File: src/csd_defs.svh
// Constants for the chip select decoder: timing, field positions, resets
`ifndef CSD_DEFS_SVH
`define CSD_DEFS_SVH

// ============================================================
// Geometry
`define CSD_NUM_SEL        8
`define CSD_NUM_MUX        4
`define CSD_MUX_FIRST      4
`define CSD_BASE_HI        31
`define CSD_BASE_LO        12
`define CSD_SIZE_W         4
`define CSD_SIZE_MAX       4'hc
`define CSD_WAIT_W         4

// ============================================================
// Timing
`define CSD_CLK_NS         8
`define CSD_MAX_ACCESS_NS  950
`define CSD_MAX_ACCESS_CYC (`CSD_MAX_ACCESS_NS / `CSD_CLK_NS)
`define CSD_WAIT_UNIT_CYC  8
// Strap counter value at which the synchronised mode is taken
`define CSD_STRAP_TAKE     2'h2

// ============================================================
// Reset values
`define CSD_RST_BASE       20'h00000
`define CSD_RST_SIZE       4'h0
`define CSD_RST_WAIT       4'hf

`endif

File: src/csd_pkg.sv
// Types shared by the chip select decoder files
package csd_pkg;
  typedef enum logic [1:0] {
    CSD_IDLE = 2'b00,
    CSD_WAIT = 2'b01,
    CSD_ACK  = 2'b11,
    CSD_DONE = 2'b10
  } csd_state_t;
endpackage : csd_pkg

File: src/csd_cfg_mem.sv
// Per-select configuration store: base, range and cycle duration
`timescale 1ns/1ps
`include "csd_defs.svh"

module csd_cfg_mem
  import csd_pkg::*;
(
  input  wire logic        core_clk,
  input  wire logic        rst_b,
  input  wire logic        wrEn,
  input  wire logic [2:0]  wrSel,
  input  wire logic [19:0] wrBase,
  input  wire logic [3:0]  wrSize,
  input  wire logic [3:0]  wrWait,
  output logic      [159:0] baseFlat,
  output logic      [31:0]  sizeFlat,
  output logic      [31:0]  waitFlat
);

  logic [159:0] baseFlat_d;
  logic [31:0]  sizeFlat_d;
  logic [31:0]  waitFlat_d;

  // ============================================================
  // Write port
  always_comb begin
    baseFlat_d = baseFlat;
    sizeFlat_d = sizeFlat;
    waitFlat_d = waitFlat;
    if (wrEn) begin
      baseFlat_d[wrSel*20 +: 20] = wrBase;
      sizeFlat_d[wrSel*4 +: 4]   = wrSize;
      waitFlat_d[wrSel*4 +: 4]   = wrWait;
    end
  end

  // Registered storage; read data come straight from these flops
  always_ff @(posedge core_clk or negedge rst_b) begin
    if (!rst_b) begin
      baseFlat <= {8{`CSD_RST_BASE}};
      sizeFlat <= {8{`CSD_RST_SIZE}};
      waitFlat <= {8{`CSD_RST_WAIT}};
    end else begin
      baseFlat <= baseFlat_d;
      sizeFlat <= sizeFlat_d;
      waitFlat <= waitFlat_d;
    end
  end

endmodule : csd_cfg_mem

File: src/csd_chip_select.sv
// Chip select decoder: address windows, bus handshake, pin mode strap
`timescale 1ns/1ps
`include "csd_defs.svh"

module csd_chip_select
  import csd_pkg::*;
(
  input  wire logic        core_clk,
  input  wire logic        rst_b,
  input  wire logic [31:0] busAddr,
  input  wire logic        busStrobe,
  input  wire logic        cfgWrEn,
  input  wire logic [2:0]  cfgSel,
  input  wire logic [19:0] cfgBase,
  input  wire logic [3:0]  cfgSize,
  input  wire logic [3:0]  cfgWait,
  input  wire logic        cfgDone,
  input  wire logic        pinFunctionModeInput,
  output logic      [7:0]  selectOut_b,
  output logic      [3:0]  upperAddressLines,
  output logic      [3:0]  upperPinOut,
  output logic             busAck_b,
  output logic             pinModeIsAddr,
  output logic             configuredFlag
);

  logic [159:0] baseFlat;
  logic [31:0]  sizeFlat;
  logic [31:0]  waitFlat;
  logic [7:0]   hit;
  logic [7:0]   hitRaw;
  logic [2:0]   winSel;
  logic         anyHit;

  csd_state_t   state_q, state_d;
  logic [6:0]   cnt_q, cnt_d;
  logic [7:0]   selectOut_d;
  logic         busAck_d;
  logic [3:0]   upperPinOut_d;
  logic [3:0]   upperAddressLines_d;
  logic         configured_q, configured_d;
  logic         modeSync1_q, modeSync2_q;
  logic         modeHeld_q, modeHeld_d;
  logic [1:0]   strapCnt_q, strapCnt_d;

  // ============================================================
  // Configuration store
  // per-select registers
  csd_cfg_mem u_cfg (
    .core_clk (core_clk),
    .rst_b    (rst_b),
    .wrEn     (cfgWrEn),
    .wrSel    (cfgSel),
    .wrBase   (cfgBase),
    .wrSize   (cfgSize),
    .wrWait   (cfgWait),
    .baseFlat (baseFlat),
    .sizeFlat (sizeFlat),
    .waitFlat (waitFlat)
  );

  // ============================================================
  // Address windows, one per select
  genvar g;
  generate
    for (g = 0; g < `CSD_NUM_SEL; g++) begin : g_win
      // Base bits below the window are ignored, so align the base
      logic [3:0]  sz;
      logic [31:0] mask;
      // window 4 KB << size, capped at 16 MB
      assign sz = (sizeFlat[g*4 +: 4] > `CSD_SIZE_MAX) ?
                  `CSD_SIZE_MAX : sizeFlat[g*4 +: 4];
      assign mask = 32'hffffffff << (5'(sz) + 5'd12);
      assign hitRaw[g] = ((busAddr & mask) ==
                          ({baseFlat[g*20 +: 20], 12'h000} & mask));
    end
  endgenerate

  // before programming, select zero catches every access
  assign hit = configured_q ? hitRaw : 8'h01;

  // Lowest numbered select wins when windows overlap
  always_comb begin
    winSel = 3'h0;
    anyHit = 1'b0;
    for (int i = `CSD_NUM_SEL - 1; i >= 0; i--) begin
      if (hit[i]) begin
        winSel = 3'(i);
        anyHit = 1'b1;
      end
    end
  end

  // ============================================================
  // Mode strap: two-flop synchroniser, then one capture after release
  always_ff @(posedge core_clk or negedge rst_b) begin
    if (!rst_b) begin
      modeSync1_q <= 1'b0;
      modeSync2_q <= 1'b0;
    end else begin
      modeSync1_q <= pinFunctionModeInput;
      modeSync2_q <= modeSync1_q;
    end
  end

  // capture once, third edge after release
  // later pin changes ignored until next reset
  always_comb begin
    // Saturating edge count, so the capture fires only once
    strapCnt_d = (strapCnt_q == 2'h3) ? strapCnt_q : strapCnt_q + 2'h1;
    modeHeld_d = (strapCnt_q == `CSD_STRAP_TAKE) ? modeSync2_q : modeHeld_q;
  end

  // Sync delay means the pin must hold one cycle past release; its level at the first edge is the one taken
  // Limitation: a strap that moves in that time may be caught mid-way
  always_ff @(posedge core_clk or negedge rst_b) begin
    if (!rst_b) begin
      strapCnt_q <= 2'h0;
      modeHeld_q <= 1'b0;
    end else begin
      strapCnt_q <= strapCnt_d;
      modeHeld_q <= modeHeld_d;
    end
  end

  // ============================================================
  // Cycle sequencer
  always_comb begin
    state_d      = state_q;
    cnt_d        = cnt_q;
    configured_d = configured_q | cfgDone;
    selectOut_d  = selectOut_b;
    busAck_d     = 1'b1;
    // Outputs are registered, so each decision shows one edge later
    case (state_q)
      CSD_IDLE: begin
        selectOut_d = 8'hff;
        // A miss gets no ack; the bus watchdog ends it
        if (busStrobe && anyHit) begin
          selectOut_d = ~(8'h01 << winSel);
          // wait units of 8 cycles, capped at 950 ns
          cnt_d = (7'(waitFlat[winSel*4 +: 4]) * 7'(`CSD_WAIT_UNIT_CYC)
                   > 7'(`CSD_MAX_ACCESS_CYC)) ?
                  7'(`CSD_MAX_ACCESS_CYC) :
                  7'(waitFlat[winSel*4 +: 4]) * 7'(`CSD_WAIT_UNIT_CYC);
          state_d = CSD_WAIT;
        end
      end
      CSD_WAIT: begin
        if (cnt_q == 7'h00) begin
          busAck_d = 1'b0;
          state_d  = CSD_ACK;
        end else begin
          // Strobe not watched here; host holds it until ack
          cnt_d = cnt_q - 7'h01;
        end
      end
      CSD_ACK: begin
        busAck_d = 1'b0;
        if (!busStrobe) begin
          busAck_d    = 1'b1;
          selectOut_d = 8'hff;
          state_d     = CSD_DONE;
        end
      end
      CSD_DONE: begin
        // Dead cycle, so a strobe still high is not taken twice
        state_d = CSD_IDLE;
      end
      default: begin
        // Unused code: drop every select and restart
        state_d     = CSD_IDLE;
        selectOut_d = 8'hff;
      end
    endcase
  end

  // upper pins carry selects 7..4 or address 23..20
  always_comb begin
    upperAddressLines_d = busAddr[23:20];
    upperPinOut_d = modeHeld_q ? busAddr[23:20] : selectOut_d[7:4];
  end

  // Registered outputs
  always_ff @(posedge core_clk or negedge rst_b) begin
    if (!rst_b) begin
      state_q           <= CSD_IDLE;
      cnt_q             <= 7'h00;
      configured_q      <= 1'b0;
      selectOut_b       <= 8'hff;
      busAck_b          <= 1'b1;
      upperPinOut       <= 4'hf;
      upperAddressLines <= 4'h0;
    end else begin
      state_q           <= state_d;
      cnt_q             <= cnt_d;
      configured_q      <= configured_d;
      selectOut_b       <= selectOut_d;
      busAck_b          <= busAck_d;
      upperPinOut       <= upperPinOut_d;
      upperAddressLines <= upperAddressLines_d;
    end
  end

  // Status outputs are flop outputs, no logic after them
  assign pinModeIsAddr  = modeHeld_q;
  assign configuredFlag = configured_q;

endmodule : csd_chip_select

File: config.mk
export PLATFORM = sky130hd
export DESIGN_NAME = csd_chip_select
export DESIGN_NICKNAME = d
export VERILOG_FILES = /design/src/csd_pkg.sv /design/src/csd_cfg_mem.sv /design/src/csd_chip_select.sv
export VERILOG_INCLUDE_DIRS = /design/src
export SDC_FILE = /design/constraint.sdc
export NUM_CORES = 1
export LEC_CHECK = 0
export BUFFER_PORTS_ARGS = -buffer_cell sky130_fd_sc_hd__buf_2
export CAP_MARGIN = 20
export CORE_MARGIN = 2
export CORE_UTILIZATION = 60
export DETAILED_ROUTE_END_ITERATION = 8
export GPL_TIMING_DRIVEN = 0
export PLACE_DENSITY = 0.76
export SLEW_MARGIN = 10
export SYNTH_ARGS = -nofsm -noshare
export SYNTH_HDL_FRONTEND = slang
export SYNTH_HIERARCHICAL = 1
export SYNTH_SLANG_ARGS = --single-unit
File: constraint.sdc
create_clock -name core_clk -period 5.1 [get_ports core_clk]
set_input_delay 1.02 -clock core_clk [delete_from_list [all_inputs] [get_ports core_clk]]
set_output_delay 1.02 -clock core_clk [all_outputs]
set_load 0.01 [all_outputs]
==> results.cfg <==
[detailed_routing]
average_wire_per_standard_cell_um = 28.2
vias = 16300
detailroute.wirelength.met2_um = 30400
wire_length_the_detailed_router_placed_on_met1_um = 25400
drt-vias-per-instance = 6.90
drt_first_iter_violations = 1954
remaining_drc_errors = 0
detail_route.first_pass.iterations = 6
route.met3.wl_um = 6240
drtAntennaViolNets = 0
wl_um = 66800
maxUsedRoutingLayer = met5

[place]
place.port_buffers = 60
routabilityCongestion = 1.13
placed_cell_area_um2 = 18900
placedCellCount = 2311
preCtsSetupSlack_ns = -0.856
dp.final_hpwl_um = 51700

[yosys]
ys_types = 112
synth_ff_type = sky130_fd_sc_hd__dfrtp_1
synthCells = 1855
synth_seq_cells = 256
yosys_warns = 6
synth_sequential_area_ratio_pct = 36.0
edff_count_synth = 0
mappedNetlistArea_um2 = 18000
synth_nets = 1970
ys_async_sr_fraction_pct = 100
syn_avg_cell_area_um2 = 9.68

[floorplanning]
core.rowCount = 63
coreArea_um2 = 29600
fp.dieW_um = 177
boundaryPins = 88
chipHeight_um = 177
starting_density_of_the_core_pct = 60.7
fp.dieArea_um2 = 31300

[setup_path]
cp-end-kind = flop
crit_start = busAddr[27]
critPathLaunchType = input pin
timing_worst_setup_path_type = in2reg
critPathMaxFanout = 8
critical_path_required_ns = 5.55
r2r-end = cnt_q[3]
critical_path_arrival_ns = 5.49
worstSetupEndpoint = cnt_q[3]
regToRegSetupSlack_ns = 0.22
ff2ff_path_depth = 16
r2r_start = u_cfg/sizeFlat[14]

[final_layout]
insertedDiodeCount = 0
fillerInstances = 2349
postLayoutCellArea_um2 = 19900
areaGrowthSynthToFinish_pct = 10.9
nets = 2069
mostFrequentLayoutCells = sky130_fd_sc_hd__mux2_2 (218), sky130_fd_sc_hd__dfrtp_1 (211), sky130_fd_sc_hd__nand2_1 (129), sky130_fd_sc_hd__nor2_1 (99), sky130_fd_sc_hd__o21ai_0 (97)
regArea_um2 = 6460
mostFrequentLayoutCell = sky130_fd_sc_hd__mux2_2
layout-drive-gt1-share_pct = 24.3
finish.cell_count_without_fillers = 2364
area_used_by_multi_input_combinational_logic_um2 = 10800

[sta]
timing.setup.tns_ns = 0
slew_viol_final = 0
rsz0062_at_grt = no
timing.final.setup_violations = 0
worst_hold_slack_ns = 0.353
achievable-frequency_mhz = 199
final_critical_path_setup_slack_ns = 0.0676
final.period_utilization_pct = 98.7
clock_tree_skew_after_final_layout_ns = 0.0211
final.min_clock_period_ns = 5.03
timing_worst_slew_pin_value_ns = 1.15
finalHoldViolCount = 0
slew_headroom_pct = 22.4

[global_routing]
grt_use_total_pct = 42.2
grt.overflow.total = 0
pin_count_of_the_biggest_net_entering_global_routing = 115
antenna_found_initial = 2
number_of_global_route_vias_before_repair = 15700
wire_length_of_the_first_global_routing_pass_um = 98200

[cts]
tritoncts = done
numCtsBuffers = 28
cts.sink_count = 256
clkTransAtPathRegs_ns = 0.07
htreeDepth = 1
clock_tree.buffer_depth = 3
cts.root.buffer_cell = sky130_fd_sc_hd__clkbuf_16
worst_skew_pair.late_latency_ns = 0.58
postCtsHoldBufs = 0

[job]
timing.max_cap.violations = 0

[run_status]
status = complete, no violations

[worst_hold_path]
hold_depth = 0
hold_path_class = reg2reg

[pwr]
power_density_over_the_cells_nw_per_um2 = 470
power.ir.vdd_worst_mv = 0.348
leakage_nw = 8.43
report_power, final:
group / switching [W] / internal [W] / leakage (nW)
Sequential: 0.000552 / 0.00274 / 3.22
Combinational: 0.00225 / 0.00158 / 4.71
Clock: 0.000916 / 0.00132 / 0.492
Total: 0.00372 / 0.00564 / 8.43
critical path, stage by stage:
cell	delay (ns)
sky130_fd_sc_hd__clkbuf_1	0.68
sky130_fd_sc_hd__xor2_1	0.16
sky130_fd_sc_hd__nor4_1	0.69
sky130_fd_sc_hd__o2111ai_1	0.22
sky130_fd_sc_hd__or4b_1	0.58
sky130_fd_sc_hd__o31ai_2	0.55
sky130_fd_sc_hd__nor3_1	0.30
sky130_fd_sc_hd__nand2_1	0.26
sky130_fd_sc_hd__o211a_1	0.18
sky130_fd_sc_hd__a21oi_1	0.04
sky130_fd_sc_hd__nor3_1	0.36
sky130_fd_sc_hd__nand4_2	0.19
sky130_fd_sc_hd__a22o_1	0.23
layout make-up:
class,instances,area share [%]
plain buffers,110,2.48
clock buffers,33,3.76
clock inverters,17,1.26
inverters,61,1.15
multi-input cells,1428,54.3
flip-flops and latches,256,32.5
well taps,390,2.45
repair buffers,69,2.10
metal layers:
| metal | global-route usage (%) | up-vias |
|---|---|---|
| met5 | 0 | - |
| met4 | 25.1 | 2 |
| met3 | 7.82 | 260 |
| met2 | 68.1 | 1048 |
| met1 | 52.9 | 7947 |
| li1 | - | 7049 |
what timing repair did:
item / in CTS / in global routing
buffers inserted: 0 / 1
pin swaps: 0 / 1
endpoints found under the setup margin: 7 / 4
resized for setup: 3 / 4
synth_stat cells (13+ instances only):
cell                          n  area share (%)
sky130_fd_sc_hd__dfrtp_1    211              29
sky130_fd_sc_hd__nor3_1      32            0.89
sky130_fd_sc_hd__mux2_2     218              14
sky130_fd_sc_hd__inv_1       59             1.2
sky130_fd_sc_hd__o32ai_1     13            0.63
sky130_fd_sc_hd__xor2_1      91             4.4
sky130_fd_sc_hd__mux2i_1     27             1.5
sky130_fd_sc_hd__nand2b_1    28            0.98
sky130_fd_sc_hd__dfstp_2     45             6.6
sky130_fd_sc_hd__a31oi_1     15            0.52
sky130_fd_sc_hd__nor2b_1     21            0.73
sky130_fd_sc_hd__a21o_1      13            0.54
sky130_fd_sc_hd__nand3_1     51             1.4
sky130_fd_sc_hd__clkbuf_1    77             1.6
sky130_fd_sc_hd__nand2_1    129             2.7
sky130_fd_sc_hd__o21ai_0     97             2.7
sky130_fd_sc_hd__a21oi_1     91             2.5
sky130_fd_sc_hd__xnor2_1     70             3.4
sky130_fd_sc_hd__buf_2       22            0.61
sky130_fd_sc_hd__o2111ai_1   15            0.73
sky130_fd_sc_hd__o211ai_1    13            0.54
sky130_fd_sc_hd__nor2_1     100             2.1
sky130_fd_sc_hd__ha_1        46             3.2
sky130_fd_sc_hd__o22ai_1     57             2.0
sky130_fd_sc_hd__nand4_1     16            0.56
flip-flops by register name, indices dropped and copies added, names as in the netlist, 2 cells and up:
| register | flops |
|---|---|
| u_cfg/waitFlat | 32 |
| cnt_q | 7 |
| upperPinOut | 4 |
| state_q | 2 |
| selectOut_b | 8 |
| upperAddressLines | 4 |
| u_cfg/baseFlat | 160 |
| u_cfg/sizeFlat | 32 |
| strapCnt_q | 2 |
cells by family after synthesis:
logic type / count (synthesis) / share of synthesized area [%]
compound gates: 490 / 19.0
simple gates: 476 / 13.9
flops: 256 / 36.0
mux: 252 / 15.7
buf+inv: 171 / 4.03
xor+xnor: 163 / 8.04
fa+ha+maj: 47 / 3.26
worst min-delay path by stage:
stage	start	endpoint	slack, ns
floorplan	modeSync1_q	modeSync2_q	0.33
global placement	modeSync1_q	modeSync2_q	0.33
detailed placement	modeSync1_q	modeSync2_q	0.34
CTS	modeSync1_q	modeSync2_q	0.35
global route	modeSync1_q	modeSync2_q	0.37
finish	modeSync1_q	modeSync2_q	0.35
metrics by stage:
| step | utilization, % | power [W] |
|---|---|---|
| after floorplan | - | 0.00581 |
| after global placement | 63.4 | 0.00683 |
| after detailed placement | 63.8 | 0.00695 |
| after CTS | 67.2 | 0.00921 |
| after global routing | 67.3 | 0.00978 |
| final | 67.3 | 0.00935 |
No activity file was read; power rests on OpenSTA's default activity.
